<file path="src/design/spe_regs.svh">
// Constants of the serial memory protocol front end and its APB map
`ifndef SPE_REGS_SVH
`define SPE_REGS_SVH

// Instruction opcodes
`define SPE_OP_ARM 8'h06
`define SPE_OP_DISARM 8'h04
`define SPE_OP_GET_STATUS 8'h05
`define SPE_OP_PUT_STATUS 8'h01
`define SPE_OP_ARR_READ 8'h03
`define SPE_OP_ARR_WRITE 8'h02
`define SPE_OP_GET_IDENT 8'h83
`define SPE_OP_PUT_IDENT 8'h82

// Status byte layout
`define SPE_SB_BUSY 0
`define SPE_SB_ARM 1
`define SPE_SB_PLO 2
`define SPE_SB_PHI 3
`define SPE_SB_LOCK 7

// Address bit that picks lock access on the ident opcodes
`define SPE_ID_LOCK_BIT 10
// Page writes, array and ident alike, wrap inside this many low address bits
`define SPE_PAGE_BITS 7

// Protected ranges per protect code
`define SPE_PROT_NONE 2'b00
`define SPE_PROT_QTR 2'b01
`define SPE_PROT_HALF 2'b10
`define SPE_PROT_QTR_BASE 16'hc000
`define SPE_PROT_HALF_BASE 16'h8000

// Bit counter value of the last bit of a byte
`define SPE_LAST_BIT 3'h7

// Commit kinds toward the array
`define SPE_CK_ARRAY 2'h0
`define SPE_CK_IDENT 2'h1
`define SPE_CK_IDLOCK 2'h2

// Write cycle time, in ns, and the pclk period in ns
`define SPE_TW_NS 5000000
`define SPE_PCLK_NS 25

// APB register byte offsets
`define SPE_R_STATUS 8'h00
`define SPE_R_WCYCLE 8'h04
`define SPE_R_LASTCMD 8'h08
`define SPE_R_ADDR 8'h0c

// Reset values of the control registers
`define SPE_RST_STATUS 8'h00
`define SPE_RST_BYTE 8'h00
`define SPE_RST_ADDR 16'h0000
`define SPE_RST_CNT 3'h0

`endif

</file>
<file path="src/design/spe_pkg.sv">
// Types shared by the serial memory protocol front end
package spe_pkg;
  // Protocol sequencer states
  typedef enum logic [3:0] {
    spe_st_opcode = 4'b0000,
    spe_st_addr_hi = 4'b0001,
    spe_st_addr_lo = 4'b0010,
    spe_st_wdata = 4'b0011,
    spe_st_rdout = 4'b0100,
    spe_st_sout = 4'b0101,
    spe_st_sin = 4'b0110,
    spe_st_armcmd = 4'b0111,
    spe_st_wait = 4'b1000
  } spe_state_type;

  // Decoded command kind
  typedef enum logic [2:0] {
    spe_k_none = 3'b000,
    spe_k_arr_rd = 3'b001,
    spe_k_arr_wr = 3'b010,
    spe_k_id_rd = 3'b011,
    spe_k_id_wr = 3'b100,
    spe_k_arm = 3'b101,
    spe_k_disarm = 3'b110,
    spe_k_stat_wr = 3'b111
  } spe_kind_type;
endpackage

</file>
<file path="src/design/spe_pin_sync.sv">
// Three-flop pin synchroniser with agreement filter
`timescale 1ns/1ps
module spe_pin_sync #(
  parameter logic RST = 1'b0
) (
  input wire logic pclk,
  input wire logic presetn,
  input wire logic pin,
  output logic level
);
  logic s1_ff; // First stage, read only by the second
  logic s2_ff;
  logic s3_ff;
  logic level_ff; // Accepted level

  // Shift chain; level moves only when stages two and three agree
  always_ff @(posedge pclk or negedge presetn) begin
    if (!presetn) begin
      s1_ff <= RST;
      s2_ff <= RST;
      s3_ff <= RST;
      level_ff <= RST;
    end else begin
      s1_ff <= pin;
      s2_ff <= s1_ff;
      s3_ff <= s2_ff;
      if (s2_ff == s3_ff) begin
        level_ff <= s3_ff;
      end
    end
  end

  assign level = level_ff;
endmodule

</file>
<file path="src/design/spe_wcycle.sv">
// Self-timed internal write cycle timer
`timescale 1ns/1ps
module spe_wcycle (
  input wire logic pclk,
  input wire logic presetn,
  input wire logic start,
  input wire logic [19:0] len,
  output logic busy,
  output logic done
);
  logic [19:0] cnt_ff; // Cycles left
  logic busy_ff;
  logic done_ff; // One-cycle end pulse

  // Count down from the programmed length; a zero length still lasts one
  always_ff @(posedge pclk or negedge presetn) begin
    if (!presetn) begin
      cnt_ff <= 20'h00000;
      busy_ff <= 1'b0;
      done_ff <= 1'b0;
    end else begin
      done_ff <= 1'b0;
      if (start && !busy_ff) begin
        busy_ff <= 1'b1;
        cnt_ff <= len;
      end else if (busy_ff) begin
        if (cnt_ff <= 20'h00001) begin
          busy_ff <= 1'b0;
          done_ff <= 1'b1;
        end else begin
          cnt_ff <= cnt_ff - 20'h00001;
        end
      end
    end
  end

  assign busy = busy_ff;
  assign done = done_ff;
endmodule

</file>
<file path="src/design/spe_ctrl.sv">
// Protocol front end of a serial byte-wide nonvolatile memory, APB slave
`timescale 1ns/1ps
`include "spe_regs.svh"
module spe_ctrl import spe_pkg::*; #(
  parameter int TW_CYCLES = `SPE_TW_NS / `SPE_PCLK_NS
) (
  input wire logic pclk,
  input wire logic presetn,
  // APB slave
  input wire logic psel,
  input wire logic penable,
  input wire logic pwrite,
  input wire logic [7:0] paddr,
  input wire logic [31:0] pwdata,
  output logic [31:0] prdata,
  output logic pready,
  output logic pslverr,
  // Serial pins
  input wire logic sck,
  input wire logic cs_n,
  input wire logic mosi,
  input wire logic hold_n,
  input wire logic wp_n,
  output logic miso,
  output logic miso_oe,
  // Nonvolatile bits as stored, caught after reset
  input wire logic [2:0] nv_init,
  // Array side
  output logic [15:0] rd_addr,
  output logic rd_ident,
  input wire logic [7:0] rd_data,
  output logic stage_we,
  output logic [15:0] stage_addr,
  output logic [7:0] stage_data,
  output logic commit,
  output logic [1:0] commit_kind,
  output logic [15:0] commit_addr,
  output logic [2:0] nv_bits,
  output logic standby
);
  // Synchronised pin levels
  logic sck_s, cs_n_s, mosi_s, hold_n_s, wp_n_s;
  spe_pin_sync #(.RST(1'b0)) u_sck (.pclk(pclk), .presetn(presetn),
    .pin(sck), .level(sck_s));
  // Select starts low so a pin already low gives no falling edge
  spe_pin_sync #(.RST(1'b0)) u_cs (.pclk(pclk), .presetn(presetn),
    .pin(cs_n), .level(cs_n_s));
  spe_pin_sync #(.RST(1'b0)) u_mosi (.pclk(pclk), .presetn(presetn),
    .pin(mosi), .level(mosi_s));
  spe_pin_sync #(.RST(1'b1)) u_hold (.pclk(pclk), .presetn(presetn),
    .pin(hold_n), .level(hold_n_s));
  spe_pin_sync #(.RST(1'b1)) u_wp (.pclk(pclk), .presetn(presetn),
    .pin(wp_n), .level(wp_n_s));

  logic sck_prev_ff, cs_prev_ff; // Previous levels for edge finding
  logic armed_cs_ff; // A select falling edge has been seen
  logic sel_prev_ff;
  logic paused_ff;
  logic [2:0] bit_cnt_ff; // Bit position within a byte
  logic [7:0] rx_ff; // Receive shifter
  logic [7:0] tx_ff; // Transmit shifter
  logic miso_ff, oe_ff;
  spe_state_type state_ff;
  spe_kind_type kind_ff;
  logic [7:0] opcode_ff;
  logic [15:0] addr_ff; // Running address
  logic [15:0] cmd_addr_ff; // Start address of the command
  logic has_data_ff; // At least one whole data byte taken
  logic [7:0] sin_ff; // Status byte to write
  logic arm_ff; // Write arm latch
  logic [2:0] nv_ff; // {lock, protect hi, protect lo}
  logic nv_load_ff; // Catch stored bits once after reset
  logic pend_stat_ff; // Cycle running is a status write
  logic stage_we_ff, commit_ff;
  logic [15:0] stage_addr_ff, commit_addr_ff;
  logic [7:0] stage_data_ff;
  logic [1:0] commit_kind_ff;
  logic [19:0] wcycle_ff; // Programmed write cycle length
  logic [7:0] last_op_ff;
  logic last_ok_ff, last_ref_ff;
  logic [31:0] prdata_ff;
  logic pslverr_ff;

  logic selected, active, sck_rise, sck_fall, deselect, byte_done;
  logic [7:0] byte_val, status_byte;
  logic busy, wdone, start_w, launch_arr, refuse;
  logic whole, wp_lock;

  // Selection needs a seen falling edge first
  assign selected = armed_cs_ff && !cs_n_s;
  assign active = selected && !paused_ff;
  assign sck_rise = sck_s && !sck_prev_ff;
  assign sck_fall = !sck_s && sck_prev_ff;
  assign deselect = sel_prev_ff && !selected;
  assign byte_done = active && sck_rise && (bit_cnt_ff == `SPE_LAST_BIT);
  assign byte_val = {rx_ff[6:0], mosi_s};
  // Standby only when idle and no internal cycle running
  assign standby = !selected && !busy;
  assign whole = (bit_cnt_ff == `SPE_RST_CNT);
  assign wp_lock = nv_ff[2] && !wp_n_s;

  // Status byte as seen by a status read
  always_comb begin
    status_byte = `SPE_RST_STATUS;
    status_byte[`SPE_SB_BUSY] = busy;
    status_byte[`SPE_SB_ARM] = arm_ff;
    status_byte[`SPE_SB_PLO] = nv_ff[0];
    status_byte[`SPE_SB_PHI] = nv_ff[1];
    status_byte[`SPE_SB_LOCK] = nv_ff[2];
  end

  // Protect range decode on a start address
  function automatic logic prot_hit(input logic [1:0] bp,
                                    input logic [15:0] a);
    case (bp)
      `SPE_PROT_NONE: prot_hit = 1'b0;
      `SPE_PROT_QTR: prot_hit = (a >= `SPE_PROT_QTR_BASE);
      `SPE_PROT_HALF: prot_hit = (a >= `SPE_PROT_HALF_BASE);
      default: prot_hit = 1'b1; // Whole array
    endcase
  endfunction

  // Write launch at deselect; a paused deselect keeps only array and ident writes
  always_comb begin
    launch_arr = 1'b0;
    refuse = 1'b0;
    start_w = 1'b0;
    if (deselect) begin
      case (kind_ff)
        spe_k_arr_wr, spe_k_id_wr: begin
          if (has_data_ff) begin
            if (whole && arm_ff && !busy &&
                !(kind_ff == spe_k_arr_wr &&
                  prot_hit(nv_ff[1:0], cmd_addr_ff))) begin
              launch_arr = 1'b1;
              start_w = 1'b1;
            end else begin
              refuse = 1'b1;
            end
          end
        end
        spe_k_stat_wr: begin
          if (!paused_ff && whole && has_data_ff && arm_ff && !busy &&
              !wp_lock) begin
            start_w = 1'b1;
          end else begin
            refuse = 1'b1;
          end
        end
        default: begin
        end
      endcase
    end
  end

  spe_wcycle u_wcycle (.pclk(pclk), .presetn(presetn), .start(start_w),
    .len(wcycle_ff), .busy(busy), .done(wdone));

  // Edge history and selection qualification
  always_ff @(posedge pclk or negedge presetn) begin
    if (!presetn) begin
      sck_prev_ff <= 1'b0;
      cs_prev_ff <= 1'b0;
      armed_cs_ff <= 1'b0;
      sel_prev_ff <= 1'b0;
    end else begin
      sck_prev_ff <= sck_s;
      cs_prev_ff <= cs_n_s;
      sel_prev_ff <= selected;
      if (cs_prev_ff && !cs_n_s) begin
        armed_cs_ff <= 1'b1;
      end
    end
  end

  // Pause enters only while the serial clock is low; it leaves then too, or at deselect
  always_ff @(posedge pclk or negedge presetn) begin
    if (!presetn) begin
      paused_ff <= 1'b0;
    end else if (!selected) begin
      paused_ff <= 1'b0; // Pause has no meaning when deselected
    end else if (!sck_s) begin
      paused_ff <= !hold_n_s;
    end
  end

  // Receive shifter and bit count; frozen while paused
  always_ff @(posedge pclk or negedge presetn) begin
    if (!presetn) begin
      rx_ff <= `SPE_RST_BYTE;
      bit_cnt_ff <= `SPE_RST_CNT;
    end else if (!selected && !deselect) begin
      bit_cnt_ff <= `SPE_RST_CNT;
    end else if (active && sck_rise) begin
      rx_ff <= byte_val;
      bit_cnt_ff <= bit_cnt_ff + 3'h1;
    end
  end

  // Command sequencer, byte by byte
  always_ff @(posedge pclk or negedge presetn) begin
    if (!presetn) begin
      state_ff <= spe_st_opcode;
      kind_ff <= spe_k_none;
      opcode_ff <= `SPE_RST_BYTE;
      addr_ff <= `SPE_RST_ADDR;
      cmd_addr_ff <= `SPE_RST_ADDR;
      has_data_ff <= 1'b0;
      sin_ff <= `SPE_RST_BYTE;
    end else if (deselect) begin
      // Deselect, paused or not, drops the command logic
      state_ff <= spe_st_opcode;
      kind_ff <= spe_k_none;
      has_data_ff <= 1'b0;
    end else if (byte_done) begin
      case (state_ff)
        spe_st_opcode: begin
          opcode_ff <= byte_val;
          case (byte_val)
            `SPE_OP_ARR_READ: begin
              kind_ff <= spe_k_arr_rd;
              state_ff <= spe_st_addr_hi;
            end
            `SPE_OP_ARR_WRITE: begin
              kind_ff <= spe_k_arr_wr;
              state_ff <= spe_st_addr_hi;
            end
            `SPE_OP_GET_IDENT: begin
              kind_ff <= spe_k_id_rd;
              state_ff <= spe_st_addr_hi;
            end
            `SPE_OP_PUT_IDENT: begin
              kind_ff <= spe_k_id_wr;
              state_ff <= spe_st_addr_hi;
            end
            `SPE_OP_GET_STATUS: state_ff <= spe_st_sout;
            `SPE_OP_PUT_STATUS: begin
              kind_ff <= spe_k_stat_wr;
              state_ff <= spe_st_sin;
            end
            `SPE_OP_ARM: begin
              kind_ff <= spe_k_arm;
              state_ff <= spe_st_armcmd;
            end
            `SPE_OP_DISARM: begin
              kind_ff <= spe_k_disarm;
              state_ff <= spe_st_armcmd;
            end
            default: state_ff <= spe_st_wait;
          endcase
        end
        spe_st_addr_hi: begin
          addr_ff[15:8] <= byte_val;
          state_ff <= spe_st_addr_lo;
        end
        spe_st_addr_lo: begin
          addr_ff[7:0] <= byte_val;
          cmd_addr_ff <= {addr_ff[15:8], byte_val};
          if (kind_ff == spe_k_arr_wr || kind_ff == spe_k_id_wr) begin
            state_ff <= spe_st_wdata;
          end else begin
            state_ff <= spe_st_rdout;
          end
        end
        spe_st_wdata: begin
          has_data_ff <= 1'b1;
          // Page writes wrap inside the page
          addr_ff[`SPE_PAGE_BITS-1:0] <= addr_ff[`SPE_PAGE_BITS-1:0] +
            7'h01;
        end
        spe_st_sin: begin
          if (!has_data_ff) begin
            sin_ff <= byte_val;
          end
          has_data_ff <= 1'b1;
        end
        spe_st_rdout: addr_ff <= addr_ff + 16'h0001;
        // An extra byte after arm or disarm parks in wait; the arm latch still acts on it
        spe_st_armcmd: state_ff <= spe_st_wait;
        default: begin
        end
      endcase
    end
  end

  // Transmit on falling clock; output off in wait and while paused
  always_ff @(posedge pclk or negedge presetn) begin
    if (!presetn) begin
      tx_ff <= `SPE_RST_BYTE;
      miso_ff <= 1'b0;
      oe_ff <= 1'b0;
    end else begin
      oe_ff <= active && (state_ff == spe_st_sout ||
                          state_ff == spe_st_rdout);
      if (active && sck_fall && (state_ff == spe_st_sout ||
                                 state_ff == spe_st_rdout)) begin
        if (bit_cnt_ff == `SPE_RST_CNT) begin
          if (state_ff == spe_st_sout) begin
            miso_ff <= status_byte[7];
            tx_ff <= {status_byte[6:0], 1'b0};
          end else begin
            miso_ff <= rd_data[7];
            tx_ff <= {rd_data[6:0], 1'b0};
          end
        end else begin
          miso_ff <= tx_ff[7];
          tx_ff <= {tx_ff[6:0], 1'b0};
        end
      end
    end
  end

  // Arm latch: arm opcode sets it, disarm and cycle end clear it
  always_ff @(posedge pclk or negedge presetn) begin
    if (!presetn) begin
      arm_ff <= 1'b0;
    end else if (deselect && !paused_ff && whole &&
                 kind_ff == spe_k_arm) begin
      arm_ff <= 1'b1;
    end else if (deselect && !paused_ff && whole &&
                 kind_ff == spe_k_disarm) begin
      arm_ff <= 1'b0;
    end else if (wdone) begin
      arm_ff <= 1'b0;
    end
  end

  // Nonvolatile bits: caught after reset, changed at status cycle end
  always_ff @(posedge pclk or negedge presetn) begin
    if (!presetn) begin
      nv_ff <= 3'h0;
      nv_load_ff <= 1'b1;
      pend_stat_ff <= 1'b0;
    end else begin
      nv_load_ff <= 1'b0;
      if (nv_load_ff) begin
        nv_ff <= nv_init;
      end else if (wdone && pend_stat_ff) begin
        nv_ff <= {sin_ff[`SPE_SB_LOCK], sin_ff[`SPE_SB_PHI],
                  sin_ff[`SPE_SB_PLO]};
      end
      if (start_w) begin
        pend_stat_ff <= (kind_ff == spe_k_stat_wr);
      end else if (wdone) begin
        pend_stat_ff <= 1'b0;
      end
    end
  end

  // Array staging strobes and the commit pulse
  always_ff @(posedge pclk or negedge presetn) begin
    if (!presetn) begin
      stage_we_ff <= 1'b0;
      stage_addr_ff <= `SPE_RST_ADDR;
      stage_data_ff <= `SPE_RST_BYTE;
      commit_ff <= 1'b0;
      commit_kind_ff <= `SPE_CK_ARRAY;
      commit_addr_ff <= `SPE_RST_ADDR;
    end else begin
      stage_we_ff <= byte_done && state_ff == spe_st_wdata;
      if (byte_done && state_ff == spe_st_wdata) begin
        stage_addr_ff <= addr_ff;
        stage_data_ff <= byte_val;
      end
      commit_ff <= launch_arr;
      if (launch_arr) begin
        commit_addr_ff <= cmd_addr_ff;
        if (kind_ff == spe_k_arr_wr) begin
          commit_kind_ff <= `SPE_CK_ARRAY;
        end else if (cmd_addr_ff[`SPE_ID_LOCK_BIT]) begin
          commit_kind_ff <= `SPE_CK_IDLOCK;
        end else begin
          commit_kind_ff <= `SPE_CK_IDENT;
        end
      end
    end
  end

  // Outcome record for software
  always_ff @(posedge pclk or negedge presetn) begin
    if (!presetn) begin
      last_op_ff <= `SPE_RST_BYTE;
      last_ok_ff <= 1'b0;
      last_ref_ff <= 1'b0;
    end else if (deselect) begin
      last_op_ff <= opcode_ff;
      last_ok_ff <= start_w;
      last_ref_ff <= refuse;
    end
  end

  // APB slave: data caught in setup, one access cycle, no wait states
  always_ff @(posedge pclk or negedge presetn) begin
    if (!presetn) begin
      wcycle_ff <= TW_CYCLES[19:0];
      prdata_ff <= 32'h00000000;
      pslverr_ff <= 1'b0;
    end else if (psel && !penable) begin
      prdata_ff <= 32'h00000000;
      pslverr_ff <= 1'b0;
      case (paddr)
        `SPE_R_STATUS: prdata_ff <= {16'h0000, state_ff,
          armed_cs_ff, standby, paused_ff, selected, status_byte};
        `SPE_R_WCYCLE: prdata_ff <= {12'h000, wcycle_ff};
        `SPE_R_LASTCMD: prdata_ff <= {22'h000000, last_ref_ff,
          last_ok_ff, last_op_ff};
        `SPE_R_ADDR: prdata_ff <= {16'h0000, addr_ff};
        default: pslverr_ff <= 1'b1; // Unmapped
      endcase
    end else if (psel && penable && pwrite && paddr == `SPE_R_WCYCLE) begin
      wcycle_ff <= pwdata[19:0];
    end
  end

  assign pready = psel && penable;
  assign prdata = prdata_ff;
  assign pslverr = pslverr_ff && psel && penable;
  assign miso = miso_ff;
  assign miso_oe = oe_ff;
  assign rd_addr = addr_ff;
  assign rd_ident = (kind_ff == spe_k_id_rd);
  assign stage_we = stage_we_ff;
  assign stage_addr = stage_addr_ff;
  assign stage_data = stage_data_ff;
  assign commit = commit_ff;
  assign commit_kind = commit_kind_ff;
  assign commit_addr = commit_addr_ff;
  assign nv_bits = nv_ff;
endmodule

</file>
<file path="config.mk">
export PLATFORM = sky130hd
export DESIGN_NAME = spe_ctrl
export DESIGN_NICKNAME = d
export VERILOG_FILES = /design/src/design/spe_pkg.sv /design/src/design/spe_pin_sync.sv /design/src/design/spe_wcycle.sv /design/src/design/spe_ctrl.sv
export VERILOG_INCLUDE_DIRS = /design/src /design/src/design
export SDC_FILE = /design/constraint.sdc
export NUM_CORES = 1
export LEC_CHECK = 0
export BUFFER_PORTS_ARGS = -buffer_cell sky130_fd_sc_hd__buf_2
export CELL_PAD_IN_SITES_DETAIL_PLACEMENT = 0
export CELL_PAD_IN_SITES_GLOBAL_PLACEMENT = 1
export CORE_ASPECT_RATIO = 1.75
export CORE_MARGIN = 1
export CORE_UTILIZATION = 46
export CTS_BUF_LIST = sky130_fd_sc_hd__clkbuf_8
export CTS_CLUSTER_SIZE = 24
export DETAILED_ROUTE_END_ITERATION = 6
export MAX_ROUTING_LAYER = met4
export PLACE_DENSITY_LB_ADDON = 0.1
export SYNTH_ARGS = -nofsm -noshare
export SYNTH_HDL_FRONTEND = slang
export SYNTH_SLANG_ARGS = --single-unit
</file>
<file path="constraint.sdc">
create_clock -name pclk -period 3.28 [get_ports pclk]
set_input_delay 0.164 -clock pclk [delete_from_list [all_inputs] [get_ports pclk]]
set_output_delay 0.164 -clock pclk [all_outputs]
set_load 0.05 [all_outputs]
</file>
# [Word-level counts from Yosys, hierarchy flattened]
# Cells that the tools add are included.
[word_totals] output_inout_bits=101 input_bits=61 regBits=236 wordCells=244
[op_classes] addsub=4 muxes=57 reduce_logical=84 n_lt_le_gt_ge=3 n_bitwise=4 n_eq_ne=34
[op_table] op="case mux 20 bit (4 select lines)" count=1
[op_table] op="two-way mux 20 bit" count=3
[op_table] op="logical AND 1 bit" count=36
[op_table] op="== test 8 x 3 -> 1 bit (second input constant)" count=4
[op_table] op=">= comparator 16 bit (second input constant)" count=2
[op_table] op="case mux 4 bit (4 select lines)" count=2
[op_table] op="two-way mux 1 bit" count=30
[op_table] op="two-way mux 3 bit" count=8
[op_table] op="case mux 3 bit (7 select lines)" count=1
[op_table] op="case mux 7 bit (3 select lines)" count=1
[op_table] op="<= comparator 20 x 1 -> 1 bit (second input constant)" count=1
[op_table] op="subtractor 20 x 1 -> 20 bit (second input constant)" count=1
[op_table] op="AND reduction 3 bit" count=6
[op_table] op="nonzero test 2 bit" count=9
[op_table] op="adder 16 x 1 -> 16 bit (second input constant)" count=1
[op_table] op="== test 4 x 3 -> 1 bit (second input constant)" count=4
[op_table] op="== test 8 x 2 -> 1 bit (second input constant)" count=2
[op_table] op="== test 8 x 4 -> 1 bit (second input constant)" count=2
[op_table] op="== test 8 bit (second input constant)" count=2
[op_table] op="two-way mux 8 bit" count=2
[op_table] op="case mux 8 bit (2 select lines)" count=1
[op_table] op="== test 3 bit (second input constant)" count=5
[op_table] op="logical NOT 1 bit" count=12
[op_table] op="AND reduction 2 bit" count=5
[op_table] op="other kinds (27)" count=45

# [Longest topological paths before layout]
[logic_depth] ltp_word=15 ltp_mapped=11 ltp_nobuf=9

# [By module]
# A second synthesis with hierarchy kept.
[unflattened] hier_cells=916 hier_area_um2=10241.1
[by_module_without_submodules] mod="spe_ctrl" area_each_um2=8236.6 instances=1 cells_each=729 seq_area_each_um2=4413.0
[by_module_without_submodules] mod="spe_wcycle" area_each_um2=1437.6 instances=1 cells_each=162 seq_area_each_um2=550.5
[by_module_without_submodules] mod="spe_pin_sync at u_cs ..." area_each_um2=111.4 instances=3 cells_each=5 seq_area_each_um2=100.1
[by_module_without_submodules] mod="spe_pin_sync at u_hold ..." area_each_um2=116.4 instances=2 cells_each=5 seq_area_each_um2=105.1

# [Worst setup path after synthesis]
# No wires, ideal clock.
[synth_path] kind="reg-to-reg" from="register bit_cnt_ff[0]" to="register u_wcycle.cnt_ff[15]" arrival_ns=2.410 setup_time_ns=0.121 path_buffers=1 path_slack_ns=0.750 stages_incl_launch_ff=11 path_cell_list="dfrtp_1 -> inv_1 -> ha_1 -> nand4bb_4 -> or4b_4 -> or3_1 -> buf_2 -> a31o_4 -> clkinv_2 -> o21ai_0 -> a22o_1"
[synth_between] elab_chain_len=12 word_cells_on_any_way=19
[synth_lines] item="from (decl)" line="spe_ctrl.sv:59" text="logic [2:0] bit_cnt_ff;"
[synth_lines] item="from (signal assigned)" line="spe_ctrl.sv:191" text="bit_cnt_ff <= `SPE_RST_CNT;"
[synth_lines] item="from (signal assigned)" line="spe_ctrl.sv:193" text="bit_cnt_ff <= `SPE_RST_CNT;"
[synth_lines] item="from (signal assigned)" line="spe_ctrl.sv:196" text="bit_cnt_ff <= bit_cnt_ff + 3'h1;"
[synth_lines] item="logical NOT 3 bit (no source line) (*)"
[synth_lines] item="logical AND 1 bit (5 in series)" line="spe_ctrl.sv:143" text="if (!paused_ff && whole && has_data_ff && arm_ff && !busy &&"
[synth_lines] item="two-way mux 1 bit" line="spe_ctrl.sv:143"
[synth_lines] item="case mux 1 bit (2 select lines) (*)" line="spe_ctrl.sv:129" text="case (kind_ff)"
[synth_lines] item="two-way mux 1 bit (*)" line="spe_ctrl.sv:128" text="if (deselect) begin"
[synth_lines] item="logical AND 1 bit (*)" line="spe_wcycle.sv:23" text="if (start && !busy_ff) begin"
[synth_lines] item="!= test 2 x 1 -> 1 bit (no source line) or nonzero test 2 bit (tied branches)"
[synth_lines] item="AND reduction 2 bit (no source line)"
[synth_lines] item="to (signal assigned)" line="spe_wcycle.sv:25" text="cnt_ff <= len;"
[synth_lines] item="to (signal assigned)" line="spe_wcycle.sv:31" text="cnt_ff <= cnt_ff - 20'h00001;"
[synth_lines] item="to (decl)" line="spe_wcycle.sv:11" text="logic [19:0] cnt_ff;"
# Every way passes the cells marked *; elsewhere a longest branch is shown, timed or not.
# A chain may end at the register's enable or synchronous reset.

# [Worst setup path in the final report]
# Ends and elaborated chain as after synthesis.

==> flow_summary.json <==
{
  "status": "completed",
  "place_congestion": 0.932,
  "dr.pass1.iters": 5,
  "row_count": 71,
  "routed_wl_um": 27500,
  "overflow": 0,
  "drt_iter0_drc": 398,
  "tritoncts": "built",
  "maxCapViolations": 0,
  "fin_crit_ps": 2950,
  "floorplan.initialDensity": 0.470,
  "via_per_inst": 5.41,
  "ff2ff_path_depth": 9,
  "place.port_buffers": 137,
  "ys_warn_count": 0,
  "track_usage": 0.261,
  "dr_total_vias": 7845,
  "vdd_drop_max_mv": 0.343,
  "slew_violations": 0,
  "timing.hold.ws_ps": 41.8,
  "crit_path_end_kind": "flip-flop",
  "yosys.area.top_type": "dfrtp_1",
  "post_dp_cell_area_sq_um": 11100,
  "ios": 162,
  "die_w_um": 114,
  "fin_nets": 1198,
  "cts-root-buf": "clkbuf_8",
  "clkLatencyLatePin_ps": 560,
  "antenna_found_initial": 2,
  "grt_pass1_vias": 7865,
  "worstMarginPinSlew_ps": 994,
  "clkSlewWorstSetupHoldPaths_ps": 60,
  "cp.arrival_ps": 3400,
  "reg2reg_slack_ps": 330,
  "synth_area_sq_um": 10100,
  "final_cell_mix": "dfrtp_1 (203), nand2_1 (154), buf_2 (136), mux2_2 (82), o21ai_0 (68)",
  "hold_path_end": "tx_ff[5]",
  "hold_viol": 0,
  "routedWlPerCell_um": 19.0,
  "postSynthAreaPerCell_sq_um": 10.6,
  "max_freq_ghz": 0.339,
  "final_common_cell": "dfrtp_1",
  "synth_ff_type": "dfrtp_1",
  "synth.distinct_cells": 70,
  "path_class": "reg -> reg",
  "grt_max_degree": 83,
  "whs_path_depth": 4,
  "synth_top_area_frac": 0.503,
  "startpoint_type": "flip-flop",
  "r2r_end": "u_wcycle.cnt_ff[15]",
  "hp-start": "rd_data[4]",
  "synthTopCellsByArea": "dfrtp_1 (50%), mux2_2 (9.1%), nand2_1 (5.7%)",
  "finish.instance_area_sq_um": 12200,
  "cp.required_ps": 3720,
  "die_h_um": 198,
  "finalPower_mw": 6.50,
  "holdCritPathClass": "in -> reg",
  "synth_seq_cells": 218,
  "die_area_sq_um": 22600,
  "setup_tns_ps": 0,
  "cts_buffers": 36,
  "dp_hpwl_um": 19600,
  "power_density_nw_per_um2": 534,
  "synthCells": 949,
  "syn2layout_area_growth_pct": 20.4,
  "ys_seq_area_frac": 0.542,
  "reg2reg_from": "bit_cnt_ff[0]",
  "clock_skew_ps": 28.4,
  "relSlewSlack": 0.332,
  "drive_above_1_share": 0.290,
  "p_leak_nw": 6.15,
  "synth-edff-count": 0,
  "cts_max_level": 2,
  "ant_nets": 0,
  "synth-async-reset-ratio": 1.00,
  "crit_fanout": 21,
  "grt_pass1_wl_um": 43400,
  "clock_path_buffers": 3,
  "setup_viol": 0,
  "cts.sinks": 218,
  "fin_crit_sh": 0.900,
  "rsz0062_at_grt": "false",
  "drc": 0,
  "core_area_sq_um": 21500
}
cells by family (layout without fill, tap and decap cells):
logic type      count (synthesis)  in the layout  synth area share
compound gates                193            193             0.120
xor+xnor                        4              4           0.00347
fa+ha+maj                      11             11            0.0124
buf+inv                        86            280            0.0395
flops                         218            218             0.542
mux                           113            113             0.130
other cells                     1             15          0.000371
simple gates                  323            323             0.153
stage by stage:
| step | cells | worst slack [ps] | util |
|---|---|---|---|
| 5_1_grt | 1449 | 156 | 0.566 |
| 6_report | 1449 | 328 | 0.566 |
| 2_1_floorplan | 961 | 750 | - |
| 4_1_cts | 1447 | 325 | 0.565 |
| 3_5_place_dp | 1354 | 319 | 0.518 |
| 3_3_place_gp | 1354 | 359 | 0.518 |
power by group:
part           switching [mW]  internal [mW]
clock                    1.11           1.29
sequential              0.266           2.84
combinational           0.606          0.391
critical path, stage by stage (launching register included):
cell	delay [ps]
dfrtp_1	410
inv_1	70
ha_1	230
nand4bb_4	160
or4b_4	550
or3_1	480
a31o_4	360
clkinv_2	220
o21ai_0	130
a22o_1	240
cell usage after synthesis, types with 5 or more instances:
cell type / count
o211ai_1: 5
nand2b_1: 11
o21ai_0: 68
inv_1: 22
buf_2: 6
nor2b_1: 8
nand4_1: 8
dfrtp_1: 203
ha_1: 6
nor3_1: 23
nand2_1: 154
or3_1: 8
a22o_1: 9
mux4_2: 6
mux2i_1: 25
a21oi_1: 46
buf_4: 12
a22oi_1: 15
dfstp_2: 15
o22ai_1: 9
nor4_1: 13
nor2_1: 43
a211oi_1: 5
mux2_2: 82
clkbuf_1: 39
maj3_1: 5
a21o_1: 6
and3_1: 7
nand3_1: 25
worst max path at each step:
stage,depth (start not counted),startpoint,slack (ps),endpoint
6_report,9,bit_cnt_ff[0],330,u_wcycle.cnt_ff[15]
5_1_grt,9,bit_cnt_ff[0],160,u_wcycle.cnt_ff[15]
4_1_cts,9,bit_cnt_ff[0],330,u_wcycle.cnt_ff[15]
3_5_place_dp,9,bit_cnt_ff[0],320,u_wcycle.cnt_ff[15]
3_3_place_gp,9,bit_cnt_ff[0],360,u_wcycle.cnt_ff[15]
2_1_floorplan,10,bit_cnt_ff[0],750,u_wcycle.cnt_ff[15]
registers in the layout (all words and copies together), names as in the netlist, 2 cells and up:
register / count
stage_data: 8
rd_addr: 16
cmd_addr_ff: 16
tx_ff: 7
wcycle_ff: 20
u_wcycle.cnt_ff: 20
prdata: 20
state_ff: 4
bit_cnt_ff: 3
rx_ff: 7
opcode_ff: 8
sin_ff: 3
nv_bits: 3
stage_addr: 16
commit_addr: 16
commit_kind: 2
kind_ff: 3
last_op_ff: 8
cell type report:
class | instances | area [sq um]
diodes | 2 | 5.00
clock buffers | 44 | 606
clock inverters | 18 | 109
fillers | 1984 | 9340
inverters | 23 | 87.6
multi-input cells | 657 | 4280
flip-flops and latches | 218 | 5470
well taps | 292 | 365
repair buffers | 195 | 1230
routing by layer:
layer | GRT usage | up-vias | wire [um]
met4 | 0.118 | 0 | 918
met5 | - | - | 0
met2 | 0.464 | 182 | 15100
met3 | 0.0413 | 58 | 1160
met1 | 0.284 | 3875 | 10300
li1 | - | 3730 | -
repair_timing:
item,4_1_cts,5_1_grt
buffers inserted,0,0
endpoints found under the hold margin,85,0
hold buffers,31,0
resized for setup,0,0
(Power assumes the default switching activity.)
